### src/rtl/udc_pkg.sv
/*
 * constants and types for the usb device control and status block.
 * assumes one 250 MHz clock shared with the serial engine and the cpu port.
 */
package udc_pkg;
   // ****************************************
   // register offsets
   // ****************************************
   localparam logic [7:0] ADDR_CTRL = 8'h38;
   localparam logic [7:0] ADDR_STAT = 8'h39;
   localparam logic [7:0] ADDR_MASK = 8'h3A;
   localparam logic [7:0] ADDR_OPT = 8'h3B;
   localparam logic [7:0] ADDR_EP0D4 = 8'h43;
   localparam logic [7:0] ADDR_EP0D5 = 8'h44;
   localparam logic [7:0] ADDR_EP0D6 = 8'h45;
   localparam logic [7:0] ADDR_EP0D7 = 8'h46;
   // ****************************************
   // field positions
   // ****************************************
   localparam int NUM_EP = 5;
   localparam int NUM_FLAGS = 6;
   localparam int CTRL_RESUME = 5;
   localparam int CTRL_CLKGATE = 6;
   localparam int CTRL_ENABLE = 7;
   localparam int STAT_SUSP = 0;
   localparam int STAT_WAKE = 1;
   localparam int STAT_BRST = 2;
   localparam int STAT_CFGCHG = 3;
   localparam int STAT_SOF = 4;
   localparam int STAT_SETUP = 5;
   localparam int STAT_CONFIG = 7;
   localparam int OPT_RST_SEL = 0;
   // ****************************************
   // request decoding
   // ****************************************
   localparam logic [1:0] REQ_TYPE_STD = 2'h0;
   localparam logic [7:0] REQ_GET_DESC = 8'h06;
   localparam logic [7:0] REQ_SYNC_FRAME = 8'h0C;
   localparam logic [7:0] CFG_ONE = 8'h01;
   // ****************************************
   // timing
   // ****************************************
   localparam int CLK_PERIOD_NS = 4;
   localparam int RESUME_MIN_NS = 3_000_000;
   localparam int IDLE_SUSP_NS = 3_000_000;
   // drive strictly longer than the minimum, hence the extra cycle
   localparam int RESUME_CYC = RESUME_MIN_NS / CLK_PERIOD_NS + 1;
   localparam int IDLE_CYC = IDLE_SUSP_NS / CLK_PERIOD_NS;
   localparam int CNT_W = 20;
   // ****************************************
   // types
   // ****************************************
   typedef struct packed {
      logic [7:0] addr;
      logic [7:0] wdata;
      logic wr;
      logic rd;
   } udc_bus_req_t;
   typedef struct packed {
      logic valid;
      logic [7:0] bm_req;
      logic [7:0] b_req;
      logic crc_err;
      logic tok_err;
      logic eop_err;
   } udc_setup_t;
   typedef enum logic [0:0] {
      RSM_IDLE = 1'b0,
      RSM_DRIVE = 1'b1
   } udc_rsm_t;
   typedef struct packed {
      logic enable;
      logic clk_gate;
      logic [NUM_EP-1:0] xfer_en;
      logic rst_sel;
      logic [NUM_FLAGS-1:0] flags;
      logic [NUM_FLAGS-1:0] mask;
      logic config_one;
      logic susp_mode;
      udc_rsm_t rsm;
      logic [CNT_W-1:0] rsm_cnt;
      logic [CNT_W-1:0] idle_cnt;
      logic [7:0] rdata;
      logic irq;
      logic mcu_rst;
      logic load_cfg;
      logic [3:0][7:0] rx_buf;
      logic [3:0][7:0] tx_buf;
   } udc_state_t;
   localparam udc_state_t ST_RST = '0;
endpackage : udc_pkg

### src/rtl/udc_ctrl.sv
/*
 * usb device control and status registers, suspend and remote wakeup timing,
 * bus reset routing and the upper endpoint 0 data bytes.
 * assumes the serial engine runs on clk and gives one-cycle event pulses.
 */
`timescale 1ns/1ps
// Functional notes
// - enable rising loads endpoint configuration
// - enable clear resets module to powered
// - clock gate bit passes module clock
// - per endpoint transfer done interrupt enables
// - resume write drives K when suspended
// - resume signalling held longer than 3ms
// - resume bit reads zero, zero ignored
// - config bit shows configuration one
// - setup flag for software handled requests
// - setup flag only on error free
// - flags clear by zero, one ignored
// - sof flag on start of frame
// - config change flag on accepted request
// - bus reset flag on reset state
// - bus reset: chip reset or interrupt
// - wake flag on activity while suspended
// - suspend flag on state or idle
// - ep0 bytes: read out, write in
// - mask bit per flag enables interrupt
// - bus reset irq needs flag, select, mask
module udc_ctrl import udc_pkg::*; #(
   parameter int RESUME_CYCLES = RESUME_CYC,
   parameter int IDLE_CYCLES = IDLE_CYC
) (
   input wire logic clk,
   input wire logic nrst,
   input wire udc_bus_req_t bus,
   output logic [7:0] rdata,
   input wire udc_setup_t setup,
   input wire logic sof_det,
   input wire logic cfg_req,
   input wire logic [7:0] cfg_value,
   input wire logic bus_reset_det,
   input wire logic bus_activity,
   input wire logic suspend_det,
   input wire logic remote_wake_en,
   input wire logic ep0_in_done,
   input wire logic ep0_out_done,
   input wire logic [NUM_EP-2:0] ep_done,
   input wire logic rx_wr,
   input wire logic [1:0] rx_idx,
   input wire logic [7:0] rx_byte,
   output logic [3:0][7:0] tx_bytes,
   output logic module_enable,
   output logic module_clock_gate,
   output logic usb_module_rst,
   output logic load_cfg,
   output logic resume_k_drive,
   output logic suspended,
   output logic config_num,
   output logic irq,
   output logic mcu_reset_req
);
   // ****************************************
   // helpers
   // ****************************************
   function automatic logic is_ep0_byte(input logic [7:0] a);
      is_ep0_byte = (a >= ADDR_EP0D4) && (a <= ADDR_EP0D7);
   endfunction : is_ep0_byte

   function automatic logic [1:0] ep0_index(input logic [7:0] a);
      logic [7:0] d;
      d = a - ADDR_EP0D4;
      ep0_index = d[1:0];
   endfunction : ep0_index

   // requests the hardware leaves to software
   function automatic logic is_sw_req(input logic [7:0] bm, input logic [7:0] br);
      is_sw_req = (bm[6:5] != REQ_TYPE_STD) || (br == REQ_GET_DESC) || (br == REQ_SYNC_FRAME);
   endfunction : is_sw_req

   localparam logic [CNT_W-1:0] RSM_LAST = CNT_W'(RESUME_CYCLES - 1);
   localparam logic [CNT_W-1:0] IDLE_LAST = CNT_W'(IDLE_CYCLES - 1);

   udc_state_t st_reg;
   udc_state_t st_next;
   logic resume_go;
   logic setup_ok;
   logic idle_hit;
   logic cfg_ok;
   logic [NUM_FLAGS-1:0] set_vec;
   logic [NUM_EP-1:0] done_vec;
   logic irq_src;

   // ****************************************
   // event qualification
   // ****************************************
   assign done_vec = {ep_done, ep0_in_done | ep0_out_done};
   assign setup_ok = setup.valid && !setup.crc_err && !setup.tok_err && !setup.eop_err
                     && is_sw_req(setup.bm_req, setup.b_req);
   assign idle_hit = st_reg.enable && !st_reg.susp_mode && !bus_activity && (st_reg.idle_cnt == IDLE_LAST);
   assign cfg_ok = cfg_req && (cfg_value <= CFG_ONE);
   assign resume_go = bus.wr && (bus.addr == ADDR_CTRL) && bus.wdata[CTRL_RESUME]
                      && st_reg.enable && st_reg.susp_mode && remote_wake_en && (st_reg.rsm == RSM_IDLE);

   always_comb begin
      set_vec = '0;
      if (st_reg.enable) begin
         set_vec[STAT_SETUP] = setup_ok;
         set_vec[STAT_SOF] = sof_det;
         set_vec[STAT_CFGCHG] = cfg_ok;
         set_vec[STAT_BRST] = bus_reset_det;
         set_vec[STAT_WAKE] = st_reg.susp_mode && bus_activity;
         set_vec[STAT_SUSP] = !st_reg.susp_mode && (suspend_det || idle_hit);
      end
   end

   // bus reset only reaches the line when routed to interrupt
   assign irq_src = (|(st_reg.flags & st_reg.mask & ~(NUM_FLAGS'(1) << STAT_BRST)))
                    || (st_reg.flags[STAT_BRST] && st_reg.mask[STAT_BRST] && st_reg.rst_sel)
                    || (|(st_reg.xfer_en & done_vec));

   // ****************************************
   // next state
   // ****************************************
   always_comb begin
      st_next = st_reg;
      st_next.load_cfg = 1'b0;
      st_next.mcu_rst = 1'b0;
      st_next.rdata = 8'h00;
      if (bus.wr) begin
         case (bus.addr)
            ADDR_CTRL: begin
               st_next.xfer_en = bus.wdata[NUM_EP-1:0];
               st_next.clk_gate = bus.wdata[CTRL_CLKGATE];
               st_next.enable = bus.wdata[CTRL_ENABLE];
            end
            ADDR_STAT: st_next.flags = st_reg.flags & bus.wdata[NUM_FLAGS-1:0];
            ADDR_MASK: st_next.mask = bus.wdata[NUM_FLAGS-1:0];
            ADDR_OPT: st_next.rst_sel = bus.wdata[OPT_RST_SEL];
            default: begin
               if (is_ep0_byte(bus.addr)) begin
                  st_next.tx_buf[ep0_index(bus.addr)] = bus.wdata;
               end
            end
         endcase
      end
      // hardware sets win over a clearing write in the same cycle
      st_next.flags = st_next.flags | set_vec;
      st_next.load_cfg = st_next.enable && !st_reg.enable;
      if (set_vec[STAT_SUSP]) begin
         st_next.susp_mode = 1'b1;
      end
      if (set_vec[STAT_WAKE]) begin
         st_next.susp_mode = 1'b0;
      end
      if (st_reg.enable && cfg_ok) begin
         st_next.config_one = (cfg_value == CFG_ONE);
      end
      if (set_vec[STAT_BRST]) begin
         st_next.config_one = 1'b0;
         st_next.susp_mode = 1'b0;
         st_next.mcu_rst = !st_reg.rst_sel;
      end
      // idle watch: any activity or suspension restarts the count
      if (!st_reg.enable || st_reg.susp_mode || bus_activity || idle_hit) begin
         st_next.idle_cnt = '0;
      end else begin
         st_next.idle_cnt = st_reg.idle_cnt + 1'b1;
      end
      case (st_reg.rsm)
         RSM_IDLE: begin
            if (resume_go) begin
               st_next.rsm = RSM_DRIVE;
               st_next.rsm_cnt = '0;
            end
         end
         RSM_DRIVE: begin
            if (st_reg.rsm_cnt == RSM_LAST) begin
               st_next.rsm = RSM_IDLE;
               st_next.susp_mode = 1'b0;
            end else begin
               st_next.rsm_cnt = st_reg.rsm_cnt + 1'b1;
            end
         end
         default: st_next.rsm = RSM_IDLE;
      endcase
      if (rx_wr) begin
         st_next.rx_buf[rx_idx] = rx_byte;
      end
      // disabled module is held in its powered state
      if (!st_reg.enable) begin
         st_next.susp_mode = 1'b0;
         st_next.config_one = 1'b0;
         st_next.rsm = RSM_IDLE;
         st_next.rsm_cnt = '0;
      end
      if (bus.rd) begin
         case (bus.addr)
            ADDR_CTRL: st_next.rdata = {st_reg.enable, st_reg.clk_gate, 1'b0, st_reg.xfer_en};
            ADDR_STAT: st_next.rdata = {st_reg.config_one, 1'b0, st_reg.flags};
            ADDR_MASK: st_next.rdata = {2'h0, st_reg.mask};
            ADDR_OPT: st_next.rdata = {7'h00, st_reg.rst_sel};
            default: begin
               if (is_ep0_byte(bus.addr)) begin
                  st_next.rdata = st_reg.rx_buf[ep0_index(bus.addr)];
               end
            end
         endcase
      end
      st_next.irq = irq_src;
      // data bytes keep their contents through reset
      if (!nrst) begin
         st_next = ST_RST;
         st_next.rx_buf = st_reg.rx_buf;
         st_next.tx_buf = st_reg.tx_buf;
      end
   end

   always_ff @(posedge clk) begin
      st_reg <= st_next;
   end

   // ****************************************
   // outputs
   // ****************************************
   assign rdata = st_reg.rdata;
   assign tx_bytes = st_reg.tx_buf;
   assign module_enable = st_reg.enable;
   assign module_clock_gate = st_reg.clk_gate;
   assign usb_module_rst = !st_reg.enable;
   assign load_cfg = st_reg.load_cfg;
   assign resume_k_drive = (st_reg.rsm == RSM_DRIVE);
   assign suspended = st_reg.susp_mode;
   assign config_num = st_reg.config_one;
   assign irq = st_reg.irq;
   assign mcu_reset_req = st_reg.mcu_rst;
endmodule : udc_ctrl

### config.mk
export PLATFORM = sky130hd
export DESIGN_NAME = udc_ctrl
export DESIGN_NICKNAME = d
export VERILOG_FILES = /design/src/rtl/udc_pkg.sv /design/src/rtl/udc_ctrl.sv
export SDC_FILE = /design/constraint.sdc
export NUM_CORES = 1
export LEC_CHECK = 0
export BUFFER_PORTS_ARGS = -buffer_cell sky130_fd_sc_hd__buf_2
export CAP_MARGIN = 5
export CORE_MARGIN = 3
export CORE_UTILIZATION = 50
export CTS_CLUSTER_DIAMETER = 50
export DETAILED_ROUTE_END_ITERATION = 16
export PLACE_DENSITY_LB_ADDON = 0.15
export REMOVE_ABC_BUFFERS = 1
export SYNTH_ARGS = -nofsm -noshare
export SYNTH_HDL_FRONTEND = slang
export SYNTH_SLANG_ARGS = --single-unit
### constraint.sdc
create_clock -name clk -period 2.1 [get_ports clk]
set_input_delay 0.105 -clock clk [delete_from_list [all_inputs] [get_ports clk]]
set_output_delay 0.105 -clock clk [all_outputs]
set_load 0.02 [all_outputs]
* Word level (Yosys, flattened, before mapping)
Cells that the tools add are included.
** Word-level totals
- Bits in registers :: 138
- Bits of input ports :: 71
- Output and inout port bits :: 49
- Logic and storage cells :: 130
** Cells by class
- Add/subtract/negate cells :: 3
- $lt $le $gt $ge :: 7
- Eq/ne operators :: 11
- Muxes and demuxes :: 24
- Bitwise logic cells :: 9
- Reductions and logical operators :: 53
** Operators with widths (count)
- bitwise mux 32 bit :: 2
- one-hot mux 21 bit (2 select lines) :: 1
- adder 20 x 1 -> 20 bit, second input constant :: 2
- equality test 20 bit, second input constant :: 2
- two-way mux 20 bit :: 2
- demux 8 bit (select 2 bit) :: 2
- equality test 8 x 6 -> 1 bit, second input constant :: 4
- two-way mux 8 bit :: 4
- one-hot mux 8 bit (4 select lines) :: 1
- logical AND 1 bit :: 23
- two-way mux 21 bit :: 1
- two-way mux 6 bit :: 3
- binary-select mux 8 bit (select 2 bit) :: 1
- AND reduction 2 bit :: 8
- bitwise AND 6 bit :: 2
- OR reduction 5 bit :: 2
- equality test 8 x 1 -> 1 bit, second input constant :: 1
- equality test 8 x 3 -> 1 bit, second input constant :: 1
- equality test 8 x 4 -> 1 bit, second input constant :: 1
- greater-or-equal comparator 8 x 7 -> 1 bit, second input constant :: 1
- less-or-equal comparator 8 x 1 -> 1 bit, second input constant :: 1
- less-or-equal comparator 8 x 7 -> 1 bit, second input constant :: 1
- logical OR 1 bit :: 8
- logical NOT 1 bit :: 7
- other kinds (16) :: 26

* Longest topological paths before layout
- Depth in word-level cells :: 12
- Mapped depth :: 11
- Gate-level depth less buffers :: 7

* Worst setup path after synthesis
Ideal clock, no wire load.
- Kind :: input to register
- Start :: input bus[10] (netlist name)
- End :: register st_reg[105] (netlist name)
- Library setup time :: 70 ps
- Data arrival time :: 2089 ps
- Data required time :: 2030 ps
- Path slack :: -60 ps
- Cell stages on the path :: 10
- Path buffers :: 3
- Path through :: clkbuf_1 inv_1 ha_1 buf_2 nand3b_1 nor4_2 and3b_1 buf_6 or4_1 a21oi_1
** On the way
- Longest elaborated chain between the ends :: 9
** Ends and longest elaborated chain
- start: declaration :: line udc_ctrl.sv:34 : input wire udc_bus_req_t bus,
- equality test 8 x 6 -> 1 bit :: line udc_ctrl.sv:100 : assign resume_go = bus.wr && (bus.addr == ADDR_CTRL) && bus.wdata[CTRL_RESUME]
- logical AND 1 bit (2 in series) :: line udc_ctrl.sv:100
- logical AND 1 bit (4 in series) :: line udc_ctrl.sv:101 : && st_reg.enable && st_reg.susp_mode && remote_wake_en && (st_reg.rsm == RSM_IDLE);
- inequality test 2 bit (no source line)
- AND reduction 2 bit (no source line)
- end signal: assignment :: line udc_ctrl.sv:218 : st_reg <= st_next;
- end: declaration :: line udc_ctrl.sv:82 : udc_state_t st_reg;
Every way passes these cells.
A chain may end at the register's enable or synchronous reset.

* Final worst setup path
- Start :: register st_reg[96] (netlist name)
- End :: register st_reg[111] (netlist name)
** On the way
- Longest elaborated chain between the ends :: 3
- Elaborated cells between the ends (all ways) :: 6
- Those cells by class :: 1 x add/sub; 2 x eq/ne; 2 x mux; 1 x reduce/logical
** Ends and longest elaborated chain (line)
- adder 20 x 1 -> 20 bit / equality test 20 bit (equally long branches) :: udc_ctrl.sv:180, udc_ctrl.sv:176
- two-way mux 20 bit / inequality test 2 bit (equally long branches)
- one-hot mux 21 bit (2 select lines) / AND reduction 2 bit (equally long branches)
Several ways; a longest one is shown, not always the timed one. The select of a mux whose other input is x is not followed.

==> run summary <==
CTS saw 138 sinks. The run finished with clean final reports. The largest single stage delay on the critical path is 0.50 ns. The ratio of cells with drive above 1 in the final layout works out to 0.274. Initial antenna violation count: 0. In the synthesized netlist the dominant register cell turns out to be dfxtp_1. The leakage component of the power came out at 2.74 nW.

For the die footprint, the log shows 13300 µm². The root buffer cell chosen for the clock tree is clkbuf_16. For the DRC violation count after routing, the log shows 0. At the pin with the least slew margin, the transition time is 0.571 ns. The clock reaches the later pin of the worst-skew pair after 0.42 ns.

The critical-path maximum fanout is 15. The die is 115 µm tall. The run gives 0 as the count of yosys warnings during synthesis. Sorting the synthesized cells by area gives the leading types as edfxtp_1, dfxtp_1, buf_4. The first global-routing pass estimated 21100 µm of wire.

The top cell types in the final layout, fill and taps aside, are buf_2, dfxtp_1, edfxtp_1, nor2_1, a21oi_1. The worst-case clock skew is 0.00721 ns. The worst-case IR drop observed on VDD is 0.587 mV. For the clock share of power, the log shows 0.480. For the sequential group share of total power, the log shows 0.480.

The logs give 0.040 for the combinational share of power and 0 for the count of inserted antenna diode cells. The run gives 0 as the final hold violation count. The run gives 52 as the distinct cell type count of the synthesized netlist. The run gives 11600 µm² as the area of the placeable core. The CTS H-tree depth is 4, and the average instance area after synthesis is 11.3 µm².

The number of global-route vias before repair is 4255. STA classifies the critical path endpoint as a register. For this design the total switching power over the nets is 1.24 mW.

The overall global routing resource usage was 0.205; the number of cell rows was 39. The synthesis-to-finish area growth is 23.0%. For the number of nets still failing antenna checks after routing, the log shows 0. In this run, synthesis produced a sequential element count of 138. In this run the worst hold path is classified as in -> reg. STA classifies the critical path startpoint as a register. The total area of multi-input combinational cells came out at 2170 µm². The slowest library cell on the worst path is or4_1. Internal cell power: 4.67 mW.

After detailed routing, the number of vias per cell comes to 5.50. The number of flip-flops under the largest register name works out to 90. The clock-pin slew reported for the worst setup and hold paths after clock tree synthesis came out at 0.06 ns. The number of buffers inserted by post-CTS setup repair is 0, and the total wire length after detailed routing is 13000 µm.

The starting density of the core was 0.517; the width of the chip was 115 µm. The cell area that synthesis handed to floorplanning was 5980 µm². After technology mapping, the gate count stands at 531. After the flow finishes, the layout carries non-filler instances totaling 807. Setup violations remaining at the end of the flow were counted as 0.

Count of final max-slew check failures: 0. The total of buffers placed on input and output ports is 113. In the final layout, flip-flops and latches occupy 3400 µm². The first detailed-routing pass ran for 5 iterations.

After detailed routing, the average wire length per cell comes to 16.1 µm. The clock period could shrink to 1.95 ns. Data arrives at the worst endpoint at 2.29 ns. Counting the fill cells in the layout gives 909. The worst path required time was 2.44 ns. The final worst-path cycle share was 0.930.

The synthesized design contains 64 enable-type register cells. The number of placed I/O pins is 120. The tightest slew margin relative to the limit was 0.618; the pin count of the biggest net entering global routing was 21. The number of violations of the max-capacitance limit is 0, and the weighted congestion at the end of routability-driven global placement is 0.811.

Walking the worst path, the cells encountered are inv_1 > ha_1 > nor4b_1 > a21bo_2 > and3b_4 > or4_1 > a21oi_1. In this run, CTS created clock tree buffers numbering 17. Power spread over the standard cell area amounts to 803 nW/µm². The area share of the leading cell type in the synthesized netlist works out to 0.321. The most common library cell in the layout ignoring fill and taps is buf_2. The critical path is of the reg -> reg type.

For this run the aggregate overflow at the end of global routing stands at 0. The design draws 5.91 mW. edfxtp_1 takes more of the synthesized area than any other cell.

The switching part of the total is 0.210. Detailed placement ended at an HPWL of 9290 µm. Setup total negative slack on the finished layout was measured at 0 ns. The vias after detailed routing came out at 4435. The run gives 512 MHz as the maximum clock frequency. In the final design database the tool counted 729 nets.

TritonCTS built the clock tree. In this run, the number of DRC markers left after iteration 0 of detailed routing was 285. The share of async-settable or async-resettable flops after synthesis works out to 0. Setup repair after global routing left no endpoint under its margin. The run gives 753 as the count of placed standard cells including taps.

The share of synthesized area occupied by flip-flops and latches was 0.569; the number of buffers on the longest clock path was 2.
power by group through the flow:
stage / Sequential [mW] / Clock [mW] / Combinational (mW)
floorplan: 2.90 / 0 / 0.0694
global placement: 2.89 / 0 / 0.199
detailed placement: 2.90 / 0 / 0.203
CTS: 2.84 / 2.87 / 0.233
global route: 2.84 / 3.03 / 0.256
finish: 2.84 / 2.83 / 0.235
worst max-delay path: cells and delay by family (launching register included):
kind                       cells  cell delay [ns]
and+or+nand+nor                3             0.89
AOI/OAI and AO/OA              2             0.38
DFF                            1             0.35
adders and majority gates      1             0.18
buffers and inverters          1             0.07
kinds of logic (layout without fill, tap and decap cells):
logic type / count (synthesis) / in the layout / synth area share
XOR/XNOR: 19 / 19 / 0.0278
adder cells (fa/ha/maj): 7 / 7 / 0.0146
AO/OA/AOI/OAI: 80 / 80 / 0.0833
AND/OR/NAND/NOR: 194 / 194 / 0.177
flip-flops: 138 / 138 / 0.569
multiplexers: 24 / 24 / 0.0569
buffers and inverters: 69 / 202 / 0.0710
cell type report:
type / instances / share of cell area
inverters: 10 / 0.00510
repair buffers: 160 / 0.136
well taps: 143 / 0.0243
multi-input cells: 324 / 0.295
clock inverters: 12 / 0.0151
clock buffers: 20 / 0.0623
flip-flops and latches: 138 / 0.463
path summary, 6_finish.rpt:
path,cells after the start,slack (ns),to,from
max,7,0.15,st_reg[111]$_SDFFE_PN0P_,st_reg[96]$_SDFFE_PN0P_
min,4,0.02,irq$_SDFF_PN0_,ep_done[3]
max reg2reg,7,0.15,st_reg[111]$_SDFFE_PN0P_,st_reg[96]$_SDFFE_PN0P_
min reg2reg,1,0.45,st_reg[75]$_SDFF_PP0_,st_reg[75]$_SDFF_PP0_
repair_timing:
action,4_1_cts,5_1_grt
hold endpoints to repair,66,0
setup endpoints to repair,1,11
hold buffers,22,0
gates resized for setup,1,3
pin swaps,0,0
cell usage after synthesis (all sizes together) (10+ instances only):
library cell and instances:
a21oi 28, and3 10, buf 48, clkbuf 11, dfxtp 74, edfxtp 64
inv 10, mux2i 16, nand2 22, nand3 26, nor2 45, nor2b 15
o21ai 21, or3 14, xnor2 14
layer usage:
metal | track usage | wire length [µm] | vias to the layer above | part of all wire
li1 | - | - | 2160 | -
met4 | 0.0814 | 197 | 0 | 0.015
met5 | 0 | 0 | - | 0
met2 | 0.328 | 6220 | 134 | 0.48
met3 | 0.0553 | 767 | 19 | 0.059
met1 | 0.267 | 5830 | 2122 | 0.45
per-stage QoR:
| step | util | cell area, µm² | hold WS, ns | setup slack, ns |
|---|---|---|---|---|
| 5_1_grt | 0.636 | 7350 | 0.0282 | 0.00195 |
| 3_3_place_gp | 0.566 | 6550 | 0.314 | 0.0644 |
| 3_5_place_dp | 0.566 | 6550 | 0.321 | -0.0425 |
| 6_report | 0.636 | 7350 | 0.0211 | 0.148 |
| 4_1_cts | 0.635 | 7340 | 0.0107 | 0.0545 |
| 2_1_floorplan | - | 5590 | 0.184 | -0.0443 |
Note: power is estimated with default switching activity, not from simulation.
